[config.mk]
export PLATFORM = sky130hd
export DESIGN_NAME = ccg_gate
export DESIGN_NICKNAME = d
export VERILOG_FILES = /design/src/core/ccg_pkg.sv /design/src/core/ccg_sync3.sv /design/src/core/ccg_half_tick.sv /design/src/core/ccg_gate.sv
export SDC_FILE = /design/constraint.sdc
export NUM_CORES = 1
export LEC_CHECK = 0
export BUFFER_PORTS_ARGS = -buffer_cell sky130_fd_sc_hd__clkbuf_2
export CORE_AREA = 2 2 61 120
export CTS_CLUSTER_SIZE = 14
export DETAILED_ROUTE_END_ITERATION = 10
export DIE_AREA = 0 0 63 122
export PLACE_DENSITY = 0.88
export SYNTH_ARGS = -nofsm -noshare
export SYNTH_HDL_FRONTEND = slang
export SYNTH_HIERARCHICAL = 1
export SYNTH_SLANG_ARGS = --single-unit
[constraint.sdc]
create_clock -name pclk -period 2.7 [get_ports pclk]
set_input_delay 0.81 -clock pclk [delete_from_list [all_inputs] [get_ports pclk]]
set_output_delay 0.81 -clock pclk [all_outputs]
set_load 0.02 [all_outputs]
[src/core/ccg_pkg.sv]
/*
 * ccg_pkg: register map, field positions, reset values, lane states and
 * timing counts for the card clock output gate.
 * Assumes a 40 MHz pclk and a 12-bit APB byte address.
 */
package ccg_pkg;
	// register byte addresses
	localparam logic [11:0] ADDR_CTRL = 12'h000;
	localparam logic [11:0] ADDR_STAT = 12'h004;

	// control register fields
	localparam int CTRL_ICE = 0;
	localparam int CTRL_PLL = 1;
	localparam int CTRL_CCE = 2;
	localparam int CTRL_SLIE = 3;
	localparam int CTRL_DORM = 4;
	localparam int CTRL_DIV_LSB = 16;
	localparam int DIV_W = 10;

	// status register fields
	localparam int STAT_STABLE = 0;
	localparam int STAT_PRESENT = 1;
	localparam int STAT_RUNNING = 2;
	localparam int STAT_DORMANT = 3;
	localparam int STAT_ELECTRICAL_IDLE_STATE = 4;
	localparam int STAT_SYN = 5;
	localparam int STAT_LOGICAL_IDLE_STATE = 6;

	localparam logic [DIV_W-1:0] DIV_RST = 10'h000;
	localparam logic [31:0] RDATA_RST = 32'h0000_0000;

	// lane step timing
	localparam int unsigned PCLK_MHZ = 40;
	localparam int unsigned LANE_STEP_NS = 1000;
	localparam int unsigned LANE_STEP_CYC = (LANE_STEP_NS * PCLK_MHZ + 999) / 1000;

	typedef enum logic [1:0] {
		LANE_DORMANT,
		LANE_ELECTRICAL_IDLE_STATE,
		LANE_SYN,
		LANE_LOGICAL_IDLE_STATE
	} ccg_lane_t;
endpackage : ccg_pkg

[src/core/ccg_sync3.sv]
/*
 * ccg_sync3: three-stage synchroniser for pin levels.
 * Assumes inputs are asynchronous to pclk; a change is accepted once the
 * second and third stages agree.
 */
`timescale 1ns/1ps
module ccg_sync3 #(
	parameter int W = 1
) (
	input wire logic pclk,
	input wire logic presetn,
	input wire logic [W-1:0] async_in,
	output logic [W-1:0] sync_out
);
	typedef struct packed {
		logic [W-1:0] ff1;
		logic [W-1:0] ff2;
		logic [W-1:0] ff3;
		logic [W-1:0] val;
	} ccg_sync_t;

	ccg_sync_t state_r;
	ccg_sync_t state_nxt;

	always_comb begin
		state_nxt = state_r;
		state_nxt.ff1 = async_in;
		state_nxt.ff2 = state_r.ff1;
		state_nxt.ff3 = state_r.ff2;
		// hold the old value on any bit where the late stages disagree
		state_nxt.val = (state_r.ff2 & state_r.ff3)
			| (state_r.val & (state_r.ff2 ^ state_r.ff3));
	end

	always_ff @(posedge pclk or negedge presetn) begin
		if (!presetn) begin
			state_r <= '0;
		end else begin
			state_r <= state_nxt;
		end
	end

	assign sync_out = state_r.val;
endmodule : ccg_sync3

[src/core/ccg_half_tick.sv]
/*
 * ccg_half_tick: half-period enable for the card clock.
 * Assumes run stays high for as long as the clock must toggle; tick pulses
 * once every half_div+1 pclk cycles while run is high.
 */
`timescale 1ns/1ps
module ccg_half_tick #(
	parameter int W = 10
) (
	input wire logic pclk,
	input wire logic presetn,
	input wire logic run,
	input wire logic [W-1:0] half_div,
	output logic tick
);
	typedef struct packed {
		logic [W-1:0] cnt;
	} ccg_tick_t;

	ccg_tick_t state_r;
	ccg_tick_t state_nxt;

	assign tick = run && (state_r.cnt == half_div);

	always_comb begin
		state_nxt = state_r;
		if (!run || tick) begin
			state_nxt.cnt = '0;
		end else begin
			state_nxt.cnt = state_r.cnt + 1'b1;
		end
	end

	always_ff @(posedge pclk or negedge presetn) begin
		if (!presetn) begin
			state_r <= '0;
		end else begin
			state_r <= state_nxt;
		end
	end
endmodule : ccg_half_tick

[src/core/ccg_gate.sv]
/*
 * ccg_gate: card clock output gate with APB register slave.
 * Drives the legacy card bus clock or the serial-lane reference clock,
 * steps lane state out of dormant, and controls PLL power-up.
 * Assumes a 40 MHz pclk, asynchronous card-present and PLL-lock levels,
 * and a zero-wait APB master.
 */
`timescale 1ns/1ps
module ccg_gate #(
	parameter bit HAS_PLL_BIT = 1'b1
) (
	input wire logic pclk,
	input wire logic presetn,
	input wire logic psel,
	input wire logic penable,
	input wire logic pwrite,
	input wire logic [11:0] paddr,
	input wire logic [31:0] pwdata,
	output logic [31:0] prdata,
	output logic pready,
	output logic pslverr,
	input wire logic card_present_pin,
	input wire logic pll_locked,
	output logic pll_power_up,
	output logic core_clock_stable,
	output logic card_bus_clock,
	output logic lane_p_o,
	output logic lane_p_oe,
	output logic lane_n_o,
	output logic lane_n_oe
);
	localparam int DW = ccg_pkg::DIV_W;
	localparam int STEP_BOUND = 41;
	localparam logic [7:0] STEP_LAST = 8'(ccg_pkg::LANE_STEP_CYC - 1);
	localparam int STEP_HOLD = 39;

	typedef struct packed {
		logic ice;
		logic pll_en;
		logic cce;
		logic slie;
		logic [DW-1:0] div_sel;
		logic [DW-1:0] div_act;
		logic clk_level;
		logic [DW-1:0] half_seen;
		logic present_d;
		logic pll_run;
		ccg_pkg::ccg_lane_t lane;
		logic [7:0] step_cnt;
		logic bus_clk;
		logic lp;
		logic ln;
		logic loe;
		logic [31:0] rdata;
	} ccg_state_t;

	ccg_state_t state_r;
	ccg_state_t state_nxt;

	logic [1:0] sync_s;
	logic present_s;
	logic lock_s;
	logic wr;
	logic wr_ctrl;
	logic addr_hit;
	logic stable;
	logic allow;
	logic running;
	logic tick;
	logic step_done;
	logic ref_on;

	ccg_sync3 #(
		.W(2)
	) u_sync (
		.pclk(pclk),
		.presetn(presetn),
		.async_in({pll_locked, card_present_pin}),
		.sync_out(sync_s)
	);

	assign present_s = sync_s[0];
	assign lock_s = sync_s[1];

	ccg_half_tick #(
		.W(DW)
	) u_tick (
		.pclk(pclk),
		.presetn(presetn),
		.run(running),
		.half_div(state_r.div_act),
		.tick(tick)
	);

	assign addr_hit = (paddr == ccg_pkg::ADDR_CTRL) || (paddr == ccg_pkg::ADDR_STAT);
	assign wr = psel && penable && pwrite;
	assign wr_ctrl = wr && (paddr == ccg_pkg::ADDR_CTRL);
	assign pready = 1'b1;
	assign pslverr = psel && penable && !addr_hit;

	// lock is only meaningful while the PLL is powered
	assign stable = state_r.ice && (!state_r.pll_run || lock_s);
	// serial lanes must not see a reference clock before lock
	assign allow = state_r.cce && (!state_r.slie || stable);
	// a high clock finishes its half period so the stop lands low
	assign running = allow || state_r.clk_level;
	assign step_done = (state_r.step_cnt == STEP_LAST);

	always_comb begin
		state_nxt = state_r;
		ref_on = 1'b0;
		if (wr_ctrl) begin
			state_nxt.ice = pwdata[ccg_pkg::CTRL_ICE];
			state_nxt.pll_en = pwdata[ccg_pkg::CTRL_PLL];
			state_nxt.cce = pwdata[ccg_pkg::CTRL_CCE];
			state_nxt.slie = pwdata[ccg_pkg::CTRL_SLIE];
			state_nxt.div_sel = pwdata[ccg_pkg::CTRL_DIV_LSB +: DW];
		end
		// removal beats a same-cycle software set: no clock to an empty slot
		state_nxt.present_d = present_s;
		if (state_r.present_d && !present_s) begin
			state_nxt.cce = 1'b0;
		end

		// without a separate PLL bit the legacy PLL follows the enable
		if (!state_nxt.slie && !HAS_PLL_BIT) begin
			state_nxt.pll_run = state_nxt.cce;
		end else begin
			state_nxt.pll_run = state_nxt.pll_en;
		end

		// divider only reloads once the clock has really stopped
		if (!running) begin
			state_nxt.div_act = state_r.div_sel;
		end
		if (tick) begin
			state_nxt.clk_level = !state_r.clk_level;
		end
		// shadow count of the current half period, read only by the assertions
		if (tick || !running) begin
			state_nxt.half_seen = '0;
		end else begin
			state_nxt.half_seen = state_r.half_seen + 1'b1;
		end

		unique case (state_r.lane)
			ccg_pkg::LANE_DORMANT: begin
				// any write with the bit set wakes, even if it already read 1
				if (wr_ctrl && pwdata[ccg_pkg::CTRL_CCE]) begin
					state_nxt.lane = ccg_pkg::LANE_ELECTRICAL_IDLE_STATE;
					state_nxt.step_cnt = '0;
				end
			end
			ccg_pkg::LANE_ELECTRICAL_IDLE_STATE: begin
				if (step_done) begin
					state_nxt.lane = ccg_pkg::LANE_SYN;
					state_nxt.step_cnt = '0;
				end else begin
					state_nxt.step_cnt = state_r.step_cnt + 8'h01;
				end
			end
			ccg_pkg::LANE_SYN: begin
				if (step_done) begin
					state_nxt.lane = ccg_pkg::LANE_LOGICAL_IDLE_STATE;
					state_nxt.step_cnt = '0;
				end else begin
					state_nxt.step_cnt = state_r.step_cnt + 8'h01;
				end
			end
			ccg_pkg::LANE_LOGICAL_IDLE_STATE: begin
				if (wr_ctrl && pwdata[ccg_pkg::CTRL_DORM] && state_r.slie) begin
					state_nxt.lane = ccg_pkg::LANE_DORMANT;
				end
			end
		endcase

		// pin drive follows the next clock level so pins and state agree
		state_nxt.bus_clk = !state_nxt.slie && state_nxt.clk_level;
		ref_on = state_nxt.slie && state_nxt.clk_level;
		if (!state_nxt.slie) begin
			state_nxt.lp = 1'b0;
			state_nxt.ln = 1'b0;
			state_nxt.loe = 1'b0;
		end else if (ref_on || state_nxt.cce) begin
			state_nxt.lp = state_nxt.clk_level;
			state_nxt.ln = !state_nxt.clk_level;
			state_nxt.loe = 1'b1;
		end else begin
			state_nxt.lp = 1'b0;
			state_nxt.ln = 1'b0;
			state_nxt.loe = 1'b1;
		end

		// read data captured in the setup phase for a zero-wait access
		if (psel && !penable) begin
			state_nxt.rdata = ccg_pkg::RDATA_RST;
			if (paddr == ccg_pkg::ADDR_CTRL) begin
				state_nxt.rdata[ccg_pkg::CTRL_ICE] = state_r.ice;
				state_nxt.rdata[ccg_pkg::CTRL_PLL] = state_r.pll_en;
				state_nxt.rdata[ccg_pkg::CTRL_CCE] = state_r.cce;
				state_nxt.rdata[ccg_pkg::CTRL_SLIE] = state_r.slie;
				state_nxt.rdata[ccg_pkg::CTRL_DIV_LSB +: DW] = state_r.div_sel;
			end else if (paddr == ccg_pkg::ADDR_STAT) begin
				state_nxt.rdata[ccg_pkg::STAT_STABLE] = stable;
				state_nxt.rdata[ccg_pkg::STAT_PRESENT] = present_s;
				state_nxt.rdata[ccg_pkg::STAT_RUNNING] = running;
				state_nxt.rdata[ccg_pkg::STAT_DORMANT] =
					(state_r.lane == ccg_pkg::LANE_DORMANT);
				state_nxt.rdata[ccg_pkg::STAT_ELECTRICAL_IDLE_STATE] =
					(state_r.lane == ccg_pkg::LANE_ELECTRICAL_IDLE_STATE);
				state_nxt.rdata[ccg_pkg::STAT_SYN] =
					(state_r.lane == ccg_pkg::LANE_SYN);
				state_nxt.rdata[ccg_pkg::STAT_LOGICAL_IDLE_STATE] =
					(state_r.lane == ccg_pkg::LANE_LOGICAL_IDLE_STATE);
			end
		end
	end

	always_ff @(posedge pclk or negedge presetn) begin
		if (!presetn) begin
			state_r <= '0;
			state_r.div_sel <= ccg_pkg::DIV_RST;
			state_r.div_act <= ccg_pkg::DIV_RST;
			state_r.lane <= ccg_pkg::LANE_LOGICAL_IDLE_STATE;
			state_r.rdata <= ccg_pkg::RDATA_RST;
		end else begin
			state_r <= state_nxt;
		end
	end

	assign prdata = state_r.rdata;
	assign pll_power_up = state_r.pll_run;
	assign core_clock_stable = stable;
	assign card_bus_clock = state_r.bus_clk;
	assign lane_p_o = state_r.lp;
	assign lane_n_o = state_r.ln;
	assign lane_p_oe = state_r.loe;
	assign lane_n_oe = state_r.loe;
endmodule : ccg_gate

==> run summary <==
The share of the core filled with cells in the final layout is 60.0%. The peak ir drop on the vdd network is 498 µV. Data on the critical path is required at its endpoint by 1.89 ns. The number of failing setup endpoints in the final timing report is 1.

The number of flops mapped to enable cells by yosys is 0. The fraction of synthesis flops using an asynchronous set or reset pin came out at 100%. The post-placement cell count came out at 455.

The static power due to leakage came out at 2.08 nW. After floorplanning, the core was sized to cover 6830 µm². The number of vias in the routed layout came out at 2,418. In this run the remaining antenna-violating nets after routing total 0. The number of max-slew violations in the final report is 0. The area taken by multi-input logic gates is 1370 µm². Summed over all layers, the global routing overflow is 0.

The slew of the pin with the lowest slew margin came out at 0.776 ns. The number of endpoints with negative hold slack in the final report is 0. The average instance in the mapped netlist occupies 10.8 µm². Clock-pin slew was measured on the worst setup and hold paths at 0.05 ns. Dividing the detail-routed wire length by the instance count gives 13.9 µm. The checks that failed: setup timing.

The cell count after synthesis came out at 326. After routing, the total negative slack on setup checks comes to -0.0288 ns. Clock tree synthesis selected as its root buffer the cell clkbuf_16. The HPWL after detailed placement came out at 4780 µm. The total of max-cap violations came out at 0. Setup repair after global routing could not meet its margin everywhere. In this run the worst path has a maximum fanout of 2. The weighted congestion at the end of routability-driven global placement came out at 0.880. The iteration count of the initial detailed-routing pass came out at 4. The width of the die is 63 µm. The share of the Yosys chip area taken by registers is 52.9%. The flow ran to the end, but the final reports show violations. The worst hold path begins at u_sync/state_nxt[4].

The maximum number of buffers from clock root to sink is 2. The worst setup path is of the input port to output port kind. The clock buffer count from CTS came out at 9.

For this run, design rule violations remaining after detail routing come to 0. In this run the worst hold path is classified as register to register. dfrtp_1 takes more of the synthesized area than any other cell.

The total global routing track utilization came out at 18.5%. The worst setup slack after layout is -0.0288 ns. The layout-stage area growth over the synthesis result came out at 17.1%.

The arrival time at the worst endpoint is 1.92 ns. The H-tree was split into 3 levels. The total I/O pin count came out at 92. The top cell types in the final layout, fill and taps aside, are 72 x dfrtp_1, 56 x clkbuf_2, 50 x nand2_1, 16 x nor2_1, 16 x conb_1. Clock skew on the completed layout was measured at 0.00522 ns. The filler cells instantiated in the layout total 539. The count of placed standard cells in the final layout, fillers left out came out at 471. Ranked by total cell area, the synthesized netlist is headed by dfrtp_1 51%, buf_4 7.7%, nand2_1 5.4%, a22o_1 3.2%, mux2_2 3.2%. The clock latency on the worst-skew pair came out at 0.33 ns. The maximum number of pins on one net before global-route repair is 35. The ratio of cells with drive above 1 in the final layout is 27.3%. The height of the chip is 122 µm.

The flop and latch count out of synthesis came out at 74. TritonCTS built the clock tree. The worst-case headroom to the max-slew limit is 48.3%.

The post-route fraction of the period consumed by the critical path came out at 101%. Using the TritonRoute via totals, the vias-per-cell ratio works out to 5.13. The number of warnings issued by yosys is 6. The area enclosed by the die boundary is 7690 µm². The beginning of the critical path is paddr[10].

The type of destination of the critical path is an output port. The achievable frequency is 0.366 GHz. The DRC marker count from the first detailed-route iteration came out at 168. The area of all sequential standard cells is 1850 µm². The power density over the cells came out at 669 nW/µm². The number of unique standard cell types used by synthesis is 44. The most used flip-flop cell after synthesis is dfrtp_1. In the final design database the tool counted 436 nets. The initial antenna violation count is 0.

The wire length of the first global-routing pass came out at 11,000 µm. The number of antenna diodes in the final layout is 0. Leaving out fill and tap cells, the most frequent cell in the layout is dfrtp_1. Counting every sink on the clock net gives 74. The overall power after layout came out at 2.74 mW. In this run the critical register-to-register path is launched from state_r[45]. The total standard cell area after synthesis came out at 3500 µm². The synthesized design devotes to its leading area cell type 51.4% of total area. The post-detailed-routing wire length came out at 6540 µm. The number of global-route vias before repair is 2,359.

Row generation in the floorplan step produced 43 rows. The minimum clock period after layout came out at 2.73 ns. Input and output buffers added on the ports amount to 58.

The worst setup path is launched from an input port. The initial core utilization is 51.3%.
[worst max-delay path: stages]
cell	delay, ns
clkbuf_2	0.08
or4_4	0.53
o311a_1	0.35
clkbuf_8	0.15
[cells by family after synthesis]
group,count (synthesis),share of synthesized area [%]
adder cells (fa/ha/maj),8,2.86
flip-flops,74,52.9
XOR/XNOR,19,4.75
buffers and inverters,53,9.57
AO/OA/AOI/OAI,49,10.3
AND/OR/NAND/NOR,107,15.1
multiplexers,14,4.36
other,2,0.214
[routing by layer]
layer  share of wire [%]  global-route usage (%)
met5                   0                       0
met4                 1.9                    8.06
met3                 5.0                    4.99
met2                  50                    30.2
met1                  43                    23.0
[final timing paths]
| path | to | slack, ns | cells after the start |
|---|---|---|---|
| min in group asynchronous | state_r[43] | 0.56 | 1 |
| max | pslverr | -0.03 | 4 |
| min reg2reg | u_sync/state_nxt[2] | 0.35 | 0 |
| max in group asynchronous | state_r[72] | 1.50 | 2 |
| min | u_sync/state_nxt[2] | 0.35 | 0 |
| max reg2reg | state_r[41] | 0.55 | 7 |
[stage by stage]
step,setup WS [ns],hold WS [ns],area (µm²)
6_report,-0.0288,0.346,4100
5_1_grt,-0.0425,0.359,4100
4_1_cts,-0.0357,0.348,4100
3_5_place_dp,-0.0694,0.336,3750
3_3_place_gp,-0.0526,0.332,3750
2_1_floorplan,0.0939,0.331,3560
[sequential cells by signal, summed over array words and instances (netlist names)]
name	flops
state_r	34
prdata	17
u_tick/state_r	10
u_sync/state_nxt	4
u_sync/state_r	2
u_sync/sync_out	2
card_bus_clock	1
lane_n_o	1
lane_n_oe	1
lane_p_o	1
pll_power_up	1
[repair_timing]
action,in CTS,in global routing
resized for setup,2,0
endpoints found under the setup margin,1,1
pin swaps,2,0
hold buffers,0,0
buffers inserted,1,0
[synthesized netlist by cell type, types with 3 or more instances]
| cell | instances |
|---|---|
| dfrtp_1 | 72 |
| nand2_1 | 50 |
| buf_4 | 36 |
| nor2_1 | 16 |
| o21ai_0 | 14 |
| a22o_1 | 13 |
| xnor2_1 | 12 |
| nand3_1 | 11 |
| mux2_2 | 10 |
| inv_1 | 9 |
| ha_1 | 8 |
| clkbuf_1 | 7 |
| xor2_1 | 7 |
| a21o_1 | 5 |
| nand4_1 | 5 |
| mux2i_1 | 4 |
| o31ai_1 | 4 |
| a211oi_1 | 3 |
| a21oi_1 | 3 |
| nor2b_1 | 3 |
| or3_1 | 3 |
[power breakdown]
part           total [mW]  switching [mW]  internal (mW)
Sequential           1.16          0.0159           1.14
Combinational       0.266           0.164          0.101
Clock                1.32           0.426          0.896
[layout make-up]
| class | count | share of cell area (%) |
|---|---|---|
| Multi-Input combinational cell | 213 | 33.3 |
| Inverter | 9 | 0.823 |
| Clock buffer | 10 | 5.58 |
| Tap cell | 90 | 2.74 |
| Sequential cell | 74 | 45.2 |
| Clock inverter | 5 | 2.53 |
| Timing Repair Buffer | 70 | 9.79 |
Note: power is estimated with default switching activity, not from simulation.
